### config.mk
export PLATFORM = sky130hd
export DESIGN_NAME = memory_map_address_decode
export DESIGN_NICKNAME = d
export VERILOG_FILES = /design/src/verilog/memmap_pkg.sv /design/src/verilog/memory_map_address_decode.sv
export SDC_FILE = /design/constraint.sdc
export NUM_CORES = 1
export LEC_CHECK = 0
export BUFFER_PORTS_ARGS = -buffer_cell sky130_fd_sc_hd__buf_2
export CORE_MARGIN = 4
export CORE_UTILIZATION = 49
export DETAILED_ROUTE_END_ITERATION = 8
export GPL_TIMING_DRIVEN = 0
export PLACE_DENSITY = 0.79
export SLEW_MARGIN = 25
export SYNTH_ARGS = -nofsm -noshare
export SYNTH_HDL_FRONTEND = slang
export SYNTH_SLANG_ARGS = --single-unit
### constraint.sdc
create_clock -name sys_clk_i -period 3 [get_ports sys_clk_i]
set_input_delay 0.6 -clock sys_clk_i [delete_from_list [all_inputs] [get_ports sys_clk_i]]
set_output_delay 0.6 -clock sys_clk_i [all_outputs]
set_load 0.01 [all_outputs]
### src/verilog/memmap_pkg.sv
// package: memory map constants and bus carrier types for the address decoder
package memmap_pkg;
    // bus carrier from the core
    typedef struct packed {
        logic [15:0] addr;
        logic [7:0]  wdata;
        logic        wr;
        logic        rd;
    } bus_req_t;

    // region enumeration
    typedef enum logic [3:0] {
        REG_ZERO_PAGE,
        REG_RAM,
        REG_HIGH_IO,
        REG_RESERVED,
        REG_UNIMPL,
        REG_MONITOR_ROM,
        REG_BURN_ROM,
        REG_FLASH_PROTECT,
        REG_USER_FLASH,
        REG_VECTORS
    } region_t;

    // region bounds
    localparam logic [15:0] ZP_LO        = 16'h0000;
    localparam logic [15:0] ZP_HI        = 16'h003F;
    localparam logic [15:0] RAM_LO       = 16'h0040;
    localparam logic [15:0] RAM_HI       = 16'h01BF;
    localparam logic [15:0] FLASH_LO     = 16'hE000;
    localparam logic [15:0] FLASH_HI     = 16'hFDFF;
    localparam logic [15:0] BURN_LO      = 16'h1C00;
    localparam logic [15:0] BURN_HI      = 16'h1E1F;
    localparam logic [15:0] HIO_LO       = 16'hFE00;
    localparam logic [15:0] HIO_HI       = 16'hFE0C;
    localparam logic [15:0] HIO_RSV_A    = 16'hFE02;
    localparam logic [15:0] HIO_RSV_B    = 16'hFE07;
    localparam logic [15:0] HRSV_LO      = 16'hFE0D;
    localparam logic [15:0] HRSV_HI      = 16'hFE0F;
    localparam logic [15:0] COMPAT_LO    = 16'hFE10;
    localparam logic [15:0] COMPAT_HI    = 16'hFE1F;
    localparam logic [15:0] MON_LO       = 16'hFE20;
    localparam logic [15:0] MON_HI       = 16'hFF55;
    localparam logic [15:0] FLBP_ADDR    = 16'hFF7E;
    localparam logic [15:0] VEC_LO       = 16'hFFDC;
    localparam logic [15:0] VEC_HI       = 16'hFFFF;
    localparam logic [15:0] SEC_LO       = 16'hFFF6;
    localparam logic [15:0] SEC_HI       = 16'hFFFD;
    localparam logic [15:0] WDOG_ADDR    = 16'hFFFF;

    // zero-page register offsets
    localparam logic [15:0] FIRST_DATA_ADDR   = 16'h0000;
    localparam logic [15:0] SECOND_DATA_ADDR  = 16'h0001;
    localparam logic [15:0] THIRD_DATA_ADDR   = 16'h0002;
    localparam logic [15:0] FOURTH_DATA_ADDR  = 16'h0003;
    localparam logic [15:0] FIRST_DIR_ADDR    = 16'h0004;
    localparam logic [15:0] SECOND_DIR_ADDR   = 16'h0005;
    localparam logic [15:0] THIRD_DIR_ADDR    = 16'h0006;
    localparam logic [15:0] FOURTH_DIR_ADDR   = 16'h0007;
    localparam logic [15:0] FIFTH_DATA_ADDR   = 16'h0008;
    localparam logic [15:0] ZRSV_LO           = 16'h0009;
    localparam logic [15:0] ZRSV_HI           = 16'h000B;
    localparam logic [15:0] FIFTH_DIR_ADDR    = 16'h000C;
    // interrupt registers placed in free zero-page space
    localparam logic [15:0] IRQ_STATUS_ADDR   = 16'h003E;
    localparam logic [15:0] IRQ_MASK_ADDR     = 16'h003F;

    // implemented bit masks per port
    localparam logic [7:0] FIRST_MASK   = 8'h0F;
    localparam logic [7:0] SECOND_MASK  = 8'h3F;
    localparam logic [7:0] THIRD_MASK   = 8'h03;
    localparam logic [7:0] FOURTH_MASK  = 8'h7F;
    localparam logic [7:0] FIFTH_MASK   = 8'h03;
    localparam logic [7:0] DIR_RESET    = 8'h00;
    localparam logic [7:0] ZERO_BYTE    = 8'h00;

    // interrupt status bits
    localparam int IRQ_ILLEGAL_BIT = 0;
    localparam int IRQ_WDOG_BIT    = 1;
    localparam logic [7:0] IRQ_MASK_IMPL = 8'h03;
endpackage

### src/verilog/memory_map_address_decode.sv
// memory map address decoder with port registers and illegal-access event
// Function
// sixteen-bit address, each to one region
// unimplemented access raises illegal-address indication
// reserved accesses need no defined result
// most registers decode in zero page
// high-page registers at FE00-FE0C, FF7E
// user flash, ram and burn-in rom
// monitor rom from FE20 to FF55
// vectors FFDC-FFFF, security bytes inside
// FFFF reads vector, writes watchdog control
// FE10-FE1F treated as unimplemented
// first port data four bits, no reset
// fourth port seven bits, second six
// direction registers masked, cleared on reset
// 0009-000B reserved, read zero
//
// The plain strobed port was decided locally.
module memory_map_address_decode
    import memmap_pkg::*;
(
    input  wire logic     sys_clk_i,       // bus clock
    input  wire logic     nrst_i,          // async reset, active low
    input  wire bus_req_t bus_i,           // core request
    input  wire logic [7:0] ext_rdata_i,   // data from selected memory/peripheral
    output logic [7:0]    rdata_o,         // read data, cycle after strobe
    output region_t       region_o,        // decoded region of bus address
    output logic          illegal_addr_o,  // pulse: unimplemented access
    output logic          secure_byte_o,   // address hits a security byte
    output logic          wdog_write_o,    // pulse: watchdog control write
    output logic [7:0]    wdog_data_o,     // data of last watchdog write
    output logic          ext_sel_o,       // access goes outside this block
    output logic [4:0][7:0] port_data_o,   // port output latches
    output logic [4:0][7:0] port_dir_o,    // port direction bits
    output logic          irq_o            // level interrupt
);
    import memmap_pkg::*;

    // =========================================================
    // address decode
    // =========================================================
    wire logic [15:0] a = bus_i.addr;
    wire logic acc = bus_i.wr | bus_i.rd;  // any access this cycle
    // zero page window
    wire logic in_zp    = (a <= ZP_HI);
    // ram, burn rom, user flash
    wire logic in_ram   = (a >= RAM_LO) && (a <= RAM_HI);
    wire logic in_burn  = (a >= BURN_LO) && (a <= BURN_HI);
    wire logic in_flash = (a >= FLASH_LO) && (a <= FLASH_HI);
    // high-page single registers, two reserved holes
    wire logic in_hio   = (a >= HIO_LO) && (a <= HIO_HI)
                          && (a != HIO_RSV_A) && (a != HIO_RSV_B);
    wire logic in_hrsv  = (a == HIO_RSV_A) || (a == HIO_RSV_B)
                          || ((a >= HRSV_LO) && (a <= HRSV_HI));
    // monitor rom
    wire logic in_mon   = (a >= MON_LO) && (a <= MON_HI);
    wire logic in_flbp  = (a == FLBP_ADDR);
    // vectors and security bytes
    wire logic in_vec   = (a >= VEC_LO);
    wire logic in_sec   = (a >= SEC_LO) && (a <= SEC_HI);
    // reserved zero-page bytes
    wire logic in_zrsv  = (a >= ZRSV_LO) && (a <= ZRSV_HI);

    // priority chain gives exactly one region; R10 holes fall through
    region_t region;
    always_comb begin
        if (in_zp)
            region = in_zrsv ? REG_RESERVED : REG_ZERO_PAGE;
        else if (in_ram)   region = REG_RAM;
        else if (in_burn)  region = REG_BURN_ROM;
        else if (in_flash) region = REG_USER_FLASH;
        else if (in_hio)   region = REG_HIGH_IO;
        else if (in_hrsv)  region = REG_RESERVED;
        else if (in_mon)   region = REG_MONITOR_ROM;
        else if (in_flbp)  region = REG_FLASH_PROTECT;
        else if (in_vec)   region = REG_VECTORS;
        else               region = REG_UNIMPL;
    end
    assign region_o      = region;
    assign secure_byte_o = in_sec;

    // =========================================================
    // local register selects
    // =========================================================
    wire logic local_sel = (region == REG_ZERO_PAGE)
                           || (region == REG_RESERVED && in_zp);
    // write at top address is watchdog, read is vector
    wire logic wdog_hit  = bus_i.wr && (a == WDOG_ADDR);
    // reserved high-page and unimplemented bytes go nowhere; outside fabric gets rest
    assign ext_sel_o = acc && !local_sel && !wdog_hit
                       && (region != REG_UNIMPL)
                       && (region != REG_RESERVED);

    // =========================================================
    // port registers
    // =========================================================
    logic [4:0][7:0] data_r;   // port latches, not reset
    logic [4:0][7:0] dir_r;    // direction bits
    logic [4:0][7:0] impl;     // implemented bits per port
    assign impl[0] = FIRST_MASK;
    assign impl[1] = SECOND_MASK;
    assign impl[2] = THIRD_MASK;
    assign impl[3] = FOURTH_MASK;
    assign impl[4] = FIFTH_MASK;

    // address of each data and direction register
    logic [4:0][15:0] dat_addr;
    logic [4:0][15:0] dir_addr;
    assign dat_addr[0] = FIRST_DATA_ADDR;
    assign dat_addr[1] = SECOND_DATA_ADDR;
    assign dat_addr[2] = THIRD_DATA_ADDR;
    assign dat_addr[3] = FOURTH_DATA_ADDR;
    assign dat_addr[4] = FIFTH_DATA_ADDR;
    assign dir_addr[0] = FIRST_DIR_ADDR;
    assign dir_addr[1] = SECOND_DIR_ADDR;
    assign dir_addr[2] = THIRD_DIR_ADDR;
    assign dir_addr[3] = FOURTH_DIR_ADDR;
    assign dir_addr[4] = FIFTH_DIR_ADDR;

    // per-register write strobes, decoded once as wires
    localparam int N_PORTS = 5; // ports decoded by this block
    logic [4:0] dat_wr;        // data latch write this cycle
    logic [4:0] dir_wr;        // direction write this cycle
    genvar gi;
    generate
        for (gi = 0; gi < N_PORTS; gi++) begin : g_port
            assign dat_wr[gi] = bus_i.wr && (a == dat_addr[gi]);
            assign dir_wr[gi] = bus_i.wr && (a == dir_addr[gi]);
        end
    endgenerate

    // data latches have no reset: contents survive a reset
    // one process for all latches so no vector has two writers
    // data latches keep value over reset
    always_ff @(posedge sys_clk_i) begin
        for (int i = 0; i < N_PORTS; i++) begin
            if (dat_wr[i])
                data_r[i] <= bus_i.wdata & impl[i];
        end
    end
    // direction bits masked and cleared
    always_ff @(posedge sys_clk_i or negedge nrst_i) begin
        if (!nrst_i)
            dir_r <= {5{DIR_RESET}};
        else begin
            for (int i = 0; i < N_PORTS; i++) begin
                if (dir_wr[i])
                    dir_r[i] <= bus_i.wdata & impl[i];
            end
        end
    end
    assign port_data_o = data_r;
    assign port_dir_o  = dir_r;

    // =========================================================
    // watchdog write capture
    // =========================================================
    logic       wdog_pulse_r;  // one cycle after write
    logic [7:0] wdog_data_r;   // last written value
    // write path to watchdog control
    always_ff @(posedge sys_clk_i or negedge nrst_i) begin
        if (!nrst_i) begin
            wdog_pulse_r <= 1'b0;
            wdog_data_r  <= ZERO_BYTE;
        end else begin
            wdog_pulse_r <= wdog_hit;
            if (wdog_hit)
                wdog_data_r <= bus_i.wdata;
        end
    end
    assign wdog_write_o = wdog_pulse_r;
    assign wdog_data_o  = wdog_data_r;

    // =========================================================
    // illegal access and interrupt registers
    // =========================================================
    // unimplemented access is the illegal event source
    wire logic illegal_now = acc && (region == REG_UNIMPL);
    logic       illegal_r;     // registered pulse
    logic [7:0] irq_stat_r;    // sticky events, write one to clear
    logic [7:0] irq_mask_r;    // enable per event
    logic [7:0] ev;            // events seen this cycle
    // event bits placed by their named positions
    always_comb begin
        ev                  = ZERO_BYTE;
        ev[IRQ_ILLEGAL_BIT] = illegal_now;
        ev[IRQ_WDOG_BIT]    = wdog_hit;
    end
    wire logic stat_wr = bus_i.wr && a == IRQ_STATUS_ADDR;
    wire logic mask_wr = bus_i.wr && a == IRQ_MASK_ADDR;
    // set beats clear in the same cycle
    wire logic [7:0] stat_nxt =
        ((irq_stat_r & ~(stat_wr ? bus_i.wdata : ZERO_BYTE)) | ev)
        & IRQ_MASK_IMPL;

    always_ff @(posedge sys_clk_i or negedge nrst_i) begin
        if (!nrst_i) begin
            illegal_r  <= 1'b0;
            irq_stat_r <= ZERO_BYTE;
            irq_mask_r <= ZERO_BYTE;
        end else begin
            illegal_r  <= illegal_now;
            irq_stat_r <= stat_nxt;
            if (mask_wr)
                irq_mask_r <= bus_i.wdata & IRQ_MASK_IMPL;
        end
    end
    assign illegal_addr_o = illegal_r;
    assign irq_o = |(irq_stat_r & irq_mask_r);

    // =========================================================
    // read data mux, registered
    // =========================================================
    logic [7:0] loc_rd;        // local register read value
    always_comb begin
        loc_rd = ZERO_BYTE;    // reserved and unused read zero
        for (int i = 0; i < 5; i++) begin
            if (a == dat_addr[i]) loc_rd = data_r[i];
            if (a == dir_addr[i]) loc_rd = dir_r[i];
        end
        if (a == IRQ_STATUS_ADDR) loc_rd = irq_stat_r;
        if (a == IRQ_MASK_ADDR)   loc_rd = irq_mask_r;
    end
    logic       rd_loc_r;      // read was local
    logic       rd_ext_r;      // read went outside
    logic [7:0] loc_rd_r;      // captured local value
    always_ff @(posedge sys_clk_i or negedge nrst_i) begin
        if (!nrst_i) begin
            rd_loc_r <= 1'b0;
            rd_ext_r <= 1'b0;
            loc_rd_r <= ZERO_BYTE;
        end else begin
            rd_loc_r <= bus_i.rd && local_sel;
            rd_ext_r <= bus_i.rd && ext_sel_o;
            loc_rd_r <= loc_rd;
        end
    end
    // unimplemented and reserved reads return zero here
    assign rdata_o = rd_loc_r ? loc_rd_r :
                     rd_ext_r ? ext_rdata_i : ZERO_BYTE;

    // =========================================================
    // assertions
    // =========================================================
    // compat hole flags illegal
    AST_ILLEGAL: assert property (
        @(posedge sys_clk_i) disable iff (!nrst_i)
        (acc && a >= COMPAT_LO && a <= COMPAT_HI) |=> illegal_addr_o)
        else $error("compat hole did not flag illegal");
    // monitor rom window
    AST_MON: assert property (
        @(posedge sys_clk_i) disable iff (!nrst_i)
        (a >= MON_LO && a <= MON_HI) |-> region_o == REG_MONITOR_ROM)
        else $error("monitor rom not selected");
    // watchdog write path
    AST_WDOG: assert property (
        @(posedge sys_clk_i) disable iff (!nrst_i)
        (bus_i.wr && a == WDOG_ADDR) |=> wdog_write_o
        && wdog_data_o == $past(bus_i.wdata))
        else $error("watchdog write lost");
    // top byte read goes out
    AST_VECRD: assert property (
        @(posedge sys_clk_i) disable iff (!nrst_i)
        (bus_i.rd && a == WDOG_ADDR) |-> ext_sel_o && !wdog_hit)
        else $error("vector read misrouted");
    // unimplemented direction bits
    AST_DIR: assert property (
        @(posedge sys_clk_i) disable iff (!nrst_i)
        (port_dir_o[0] & ~FIRST_MASK) == ZERO_BYTE
        && (port_dir_o[3] & ~FOURTH_MASK) == ZERO_BYTE)
        else $error("unimplemented direction bit set");
    // reserved bytes read zero
    AST_RSV: assert property (
        @(posedge sys_clk_i) disable iff (!nrst_i)
        (bus_i.rd && a >= ZRSV_LO && a <= ZRSV_HI) |=> rdata_o == ZERO_BYTE)
        else $error("reserved byte read nonzero");
    // fourth port top bit
    AST_DATA: assert property (
        @(posedge sys_clk_i) disable iff (!nrst_i)
        (bus_i.rd && a == FOURTH_DATA_ADDR) |=> rdata_o[7] == 1'b0)
        else $error("fourth port bit 7 nonzero");
    // high page holes
    AST_HIO: assert property (
        @(posedge sys_clk_i) disable iff (!nrst_i)
        (a == HIO_RSV_A || a == HIO_RSV_B) |-> region_o == REG_RESERVED)
        else $error("high page reserved hole decoded");
    // first port upper nibble
    AST_FIRST: assert property (
        @(posedge sys_clk_i) disable iff (!nrst_i)
        (bus_i.rd && a == FIRST_DATA_ADDR) |=> rdata_o[7:4] == 4'h0)
        else $error("first port upper bits nonzero");
    // illegal event recorded
    AST_STAT: assert property (
        @(posedge sys_clk_i) disable iff (!nrst_i)
        illegal_now |=> irq_stat_r[IRQ_ILLEGAL_BIT])
        else $error("illegal event not recorded");
    // security bytes inside vectors
    AST_SEC: assert property (
        @(posedge sys_clk_i) disable iff (!nrst_i)
        (a >= SEC_LO && a <= SEC_HI) |-> secure_byte_o
        && region_o == REG_VECTORS)
        else $error("security byte not flagged");
endmodule

==> run metrics, run 1 <==
Post-synth top flop=dfrtp_1; layout cells sized above 1=0.360; setup TNS=0 ns; Worst Reg-to-Reg Cells=6; DR vias/cell=5.33; ys async rst share=0.677; CP endpoint kind=output port; Root Buffer=clkbuf_8; drt wl/cell=16.6 um; Num CTS Buffers=9; Tot GR Track Use=0.231; Req. time, crit path=2.40 ns; Setup WS post-layout=0.120 ns; DR pass1 iterations=5; IO buf count=101; final hold vios=0; GPL Wtd Cong=0.912; CTS clk-pin slew, worst paths=0.07 ns; VDD IR-drop max=0.332 mV; Tot Pwr=1850 uW; peak per-stage delay on the critical path=0.53 ns; largest net degree at the start of global routing=45; crit-path cells=buf_2, or4_4, nor4_4, a21boi_2, a31oi_1, a21o_1, a21oi_1, buf_2; HPWL after DPL=7570 um; diode count=0; Clock Sinks=65; grt total ovfl=0; Die Ht=92.7 um; critical path arrival=2.28 ns; most used cell, CP=buf_2; endpoints failing setup=0; max_cap viols=0; I/O pin cnt=141; reg2reg setup slack=1.53 ns; Final nets=525; hold crit path type=input port to asynchronous set/reset pin; Synth Register Bits=65; clk buf depth=2; Critical R2R Capture=loc_rd_r[1]; initial antenna violation count=0; Via Count=3,145; Area growth syn-to-layout=28.2%; Mapped Area=0.00351 mm^2; Buf+Inv Stages, Crit Path=2; H-tree Lvls=3; die width=92.7 um; Synth Warn #=0; core area=0.00687 mm^2; LEAKAGE=0.00232 uW; Achievable Freq=347 MHz; critical path's top delay family=simple AND/OR/NAND/NOR gates; Tcrit/Tclk final=0.960; Worst Setup Start Kind=input port; Clock Skew=0.0109 ns; Seq/Total Area, Yosys=0.493; Final Non-Filler Cells=590; Worst Max-Slew Pin Slew=0.675 ns; die footprint=0.00859 mm^2; power per cell area=411 mW/mm^2; number of synthesized flops with an enable pin=21; CTS tree=done; final wirelength=9770 um; relative slew slack=0.546; Filler Cell Count=582; DRC=0; unrepaired setup endpoints after global routing=false; Critical-path top delay cell=or4_4; crit path kind=input port to output port; Distinct cells, synth=53; status=finished, final reports clean; Worst Path Max Fanout=8; global-route wire length before repair=15,400 um; CTS Hold Bufs=0; row count=30; placed insts=576; post-route ant nets=0; Final Slew Violations=0; vias in the first global route=3,016; FF-to-FF Start=port_dir_o[1]; Skew-Pair Late Insertion Delay=0.34 ns; Initial Util=0.511; Iter 0 DRT Violations=277; Post-Synthesis Cells=341; synthesized area per cell=10.3 um^2; final critical-path required period=2.88 ns; pre-CTS setup slack=-0.195 ns
[logic make-up (layout without fill, tap and decap cells)]
| group | count (synthesis) | after routing | synth area share |
|---|---|---|---|
| multiplexers | 24 | 24 | 0.0769 |
| flip-flops | 65 | 65 | 0.493 |
| AND/OR/NAND/NOR | 136 | 136 | 0.205 |
| other | 1 | 38 | 0.00107 |
| XOR/XNOR | 1 | 1 | 0.00249 |
| AO/OA/AOI/OAI | 61 | 61 | 0.122 |
| buffers and inverters | 53 | 169 | 0.100 |
[what timing repair did]
item                       in CTS  in global routing
setup endpoints to repair       1                  2
cloned                          0                  0
pin swaps                       1                  0
setup buffers                   0                  0
resized for setup               1                  6
[through the flow]
| stage | area [um^2] | hold slack [ns] | util |
|---|---|---|---|
| after floorplan | 3650 | 0.304 | - |
| after global placement | 4280 | 0.445 | 0.623 |
| after detailed placement | 4290 | 0.450 | 0.625 |
| after CTS | 4490 | 0.442 | 0.654 |
| after global routing | 4510 | 0.268 | 0.656 |
| final | 4510 | 0.241 | 0.656 |
[cell type report]
| class | instances | area (um^2) | share of cell area |
|---|---|---|---|
| multi-input combinational | 260 | 1590 | 0.353 |
| tap | 96 | 120 | 0.0267 |
| timing repair buffer | 102 | 515 | 0.114 |
| clock inverter | 7 | 77.6 | 0.0172 |
| buffer | 50 | 344 | 0.0764 |
| sequential | 65 | 1730 | 0.384 |
| inverter | 1 | 3.75 | 0.000833 |
| clock buffer | 9 | 124 | 0.0275 |
[flip-flops by register name, summed over array words and instances (netlist names)]
register / cells
rd_loc_r: 1
port_dir_o: 21
irq_stat_r: 2
rd_ext_r: 1
wdog_write_o: 1
illegal_addr_o: 1
irq_mask_r: 2
port_data_o: 21
wdog_data_o: 8
loc_rd_r: 7
[Yosys cell counts (8+ instances only)]
| master | instances | area share |
|---|---|---|
| clkbuf_1 | 8 | 0.0085 |
| edfxtp_1 | 21 | 0.18 |
| nor3_1 | 12 | 0.017 |
| mux2_1 | 22 | 0.071 |
| nand3_1 | 9 | 0.013 |
| a21oi_1 | 11 | 0.016 |
| a22o_1 | 8 | 0.020 |
| o21ai_0 | 9 | 0.013 |
| and3_1 | 9 | 0.016 |
| nor2_1 | 14 | 0.015 |
| dfrtp_1 | 44 | 0.31 |
| buf_4 | 38 | 0.081 |
| nand2_1 | 52 | 0.056 |
[layer usage]
| layer | GRT usage | part of all wire | vias up |
|---|---|---|---|
| met5 | 0 | 0 | - |
| met4 | 0.0855 | 0.021 | 0 |
| met3 | 0.0512 | 0.077 | 16 |
| met2 | 0.380 | 0.49 | 141 |
| met1 | 0.299 | 0.41 | 1518 |
| li1 | - | - | 1470 |
[report_power, final]
part	internal [uW]	total, uW	switching, uW
logic	74.6	190	115
registers	917	917	0.607
clock network	390	743	353
[placed cells by master (no fill, tap or decap), drive strengths merged, types with 13 or more instances in the layout]
cell,n
buf,144
nand2,52
dfrtp,44
conb,38
mux2,24
edfxtp,21
clkbuf,17
nor2,15
nor3,13
o21ai,13
[worst max path at each step]
stage | startpoint | end | slack [ns] | cells after the start
floorplan | bus_i[16] | ext_sel_o | 0.19 | 7
finish | bus_i[17] | ext_sel_o | 0.12 | 8
detailed placement | bus_i[18] | ext_sel_o | -0.19 | 9
CTS | bus_i[18] | ext_sel_o | 0.07 | 8
global route | bus_i[17] | ext_sel_o | 0.01 | 8
global placement | bus_i[23] | port_data_o[27] | -0.62 | 5
(Power assumes the default switching activity.)
==> inputs of run 2 (changes only) <==
==> constraint.sdc (replaced) <==
create_clock -name sys_clk_i -period 2.9 [get_ports sys_clk_i]
set_input_delay 0.58 -clock sys_clk_i [delete_from_list [all_inputs] [get_ports sys_clk_i]]
set_output_delay 0.58 -clock sys_clk_i [all_outputs]
set_load 0.01 [all_outputs]
==> run 2 against run 1 <==
Hold slack worse by 0.018 ns; flip-flop and latch count unchanged; die area unchanged; non-clock buffer count up 1; register-to-register slack worse by 0.09 ns; cell count up 0.17%; highest routed layer unchanged.
==> run metrics, run 2 (same netlist as run 1, synthesis figures left out) <==
status=finished, final reports clean (unchanged); setup TNS=0 ns (unchanged); Final Slew Violations=0 (unchanged); Worst Path Max Fanout=8 (unchanged); row count=30 (unchanged); initial antenna violation count=0 (unchanged); clk buf depth=2 (unchanged); layout cells sized above 1=0.366 (was 0.360); Skew-Pair Late Insertion Delay=0.34 ns (about the same); GPL Wtd Cong=0.912 (unchanged); diode count=0 (unchanged); final critical-path required period=2.85 ns; final core utilization=0.658 (was 0.656); Setup WS post-layout=0.0525 ns (was 0.120 ns); Achievable Freq=351 MHz; Worst Max-Slew Pin Slew=0.660 ns (was 0.675 ns); Worst Reg-to-Reg Cells=6 (unchanged); Iter 0 DRT Violations=266 (was 277); CTS Hold Bufs=0 (unchanged); global-route wire length before repair=15,400 um (unchanged); Initial Util=0.511 (unchanged); crit-path cells=buf_2, or4_4, nor4_4, a21boi_2, a31oi_2, a21o_1, a21oi_2, buf_2 (was buf_2, or4_4, nor4_4, a21boi_2, a31oi_1, a21o_1, a21oi_1, buf_2); final instance area=0.00452 mm^2 (was 0.00451 mm^2); endpoints failing setup=0 (unchanged); I/O pin cnt=141 (unchanged); unrepaired setup endpoints after global routing=true (was false); relative slew slack=0.557 (was 0.546); Clock Skew=0.0124 ns (was 0.0109 ns); final hold vios=0 (unchanged); VDD IR-drop max=0.343 mV (was 0.332 mV); pre-CTS setup slack=-0.255 ns (was -0.195 ns); power per cell area=424 mW/mm^2 (was 411 mW/mm^2); Area growth syn-to-layout=28.7% (was 28.2%); Worst Setup Start Kind=input port (unchanged); Root Buffer=clkbuf_8 (unchanged); most common cell after layout, fill and taps aside=buf_2 (unchanged); CTS tree=done (unchanged); Die Ht=92.7 um (unchanged); Critical-path top delay cell=or4_4 (unchanged); DRC=0 (unchanged); largest net degree at the start of global routing=45 (unchanged); final wirelength=9780 um (was 9770 um); DR vias/cell=5.36 (was 5.33); peak per-stage delay on the critical path=0.53 ns (about the same); max_cap viols=0 (unchanged); most used cell, CP=buf_2 (unchanged); LEAKAGE=0.00232 uW (about the same); Final nets=526 (was 525); die footprint=0.00859 mm^2 (unchanged); core area=0.00687 mm^2 (unchanged); CP endpoint kind=output port (unchanged); DR pass1 iterations=5 (unchanged); HPWL after DPL=7570 um (unchanged); commonest non-fill, non-tap cells in the layout=buf_2 (103), nand2_1 (52), dfrtp_1 (44) (was buf_2 (102), nand2_1 (52), dfrtp_1 (44)); Req. time, crit path=2.32 ns (was 2.40 ns); hold crit path type=input port to asynchronous set/reset pin (unchanged); Via Count=3,169 (was 3,145); crit path kind=input port to output port (unchanged); H-tree Lvls=3 (unchanged); Tot GR Track Use=0.231 (unchanged); critical path arrival=2.27 ns (was 2.28 ns); Placement Cell Area=0.00429 mm^2 (unchanged); CTS clk-pin slew, worst paths=0.07 ns (about the same); drt wl/cell=16.5 um (was 16.6 um); vias in the first global route=3,016 (unchanged); Clock Sinks=65 (unchanged); IO buf count=101 (unchanged); grt total ovfl=0 (unchanged); die width=92.7 um (unchanged); Num CTS Buffers=9 (unchanged); Filler Cell Count=578 (was 582); post-route ant nets=0 (unchanged); Tcrit/Tclk final=0.982
[run 2: layout make-up]
class	count	area [um^2]	area share
Sequential cell	65	1730	0.383
Multi-Input combinational cell	260	1600	0.354
Timing Repair Buffer	103	523	0.116
Buffer	50	344	0.0761
Clock buffer	9	124	0.0274
Tap cell	96	120	0.0266
Clock inverter	7	77.6	0.0172
Inverter	1	3.75	0.000830
[run 2: power by group]
group          total (uW)  internal (uW)  switching [uW]  leakage (uW)
Combinational         197           77.4             120       0.00143
Sequential            949            948           0.627      0.000795
Clock                 769            404             366      0.000100
Total                1920           1430             486       0.00232
[run 2: per-stage QoR]
| stage | total power [uW] | hold WS, ns | cells |
|---|---|---|---|
| after detailed placement | 1160 | 0.450 | 576 |
| after floorplan | 1080 | 0.284 | 378 |
| after global placement | 1160 | 0.445 | 575 |
| final | 1920 | 0.222 | 591 |
| after global routing | 2000 | 0.248 | 591 |
| after CTS | 1920 | 0.422 | 591 |
[run 2: worst paths after layout]
path / startpoint / endpoint / slack, ns
worst min-delay path: nrst_i / wdog_write_o / 0.22
worst min register to register: wdog_data_o[5] / wdog_data_o[5] / 0.47
min in group sys_clk_i: bus_i[7] / port_data_o[13] / 0.47
worst max-delay path: bus_i[17] / ext_sel_o / 0.05
worst max register to register: port_dir_o[1] / loc_rd_r[1] / 1.44
max in group asynchronous: nrst_i / port_dir_o[0] / 2.29
[run 2: routing by layer]
metal | track usage | vias to the layer above | share of wire | wire, um
met5 | 0 | - | 0 | 0
met4 | 0.0855 | 0 | 0.022 | 214
li1 | - | 1480 | - | -
met2 | 0.380 | 160 | 0.49 | 4790
met3 | 0.0512 | 20 | 0.084 | 822
met1 | 0.299 | 1509 | 0.40 | 3960
[run 2: critical path: cells and delay by family]
| family | cells | cell delay [ns] |
|---|---|---|
| AOI/OAI and AO/OA | 4 | 0.63 |
| buffers and inverters | 2 | 0.29 |
| and+or+nand+nor | 2 | 0.78 |
[run 2: timing repair]
| item | 4_1_cts | 5_1_grt |
|---|---|---|
| resized for setup | 1 | 9 |
| setup buffers | 0 | 1 |
| endpoints found under the setup margin | 1 | 2 |
| pin swaps | 1 | 2 |
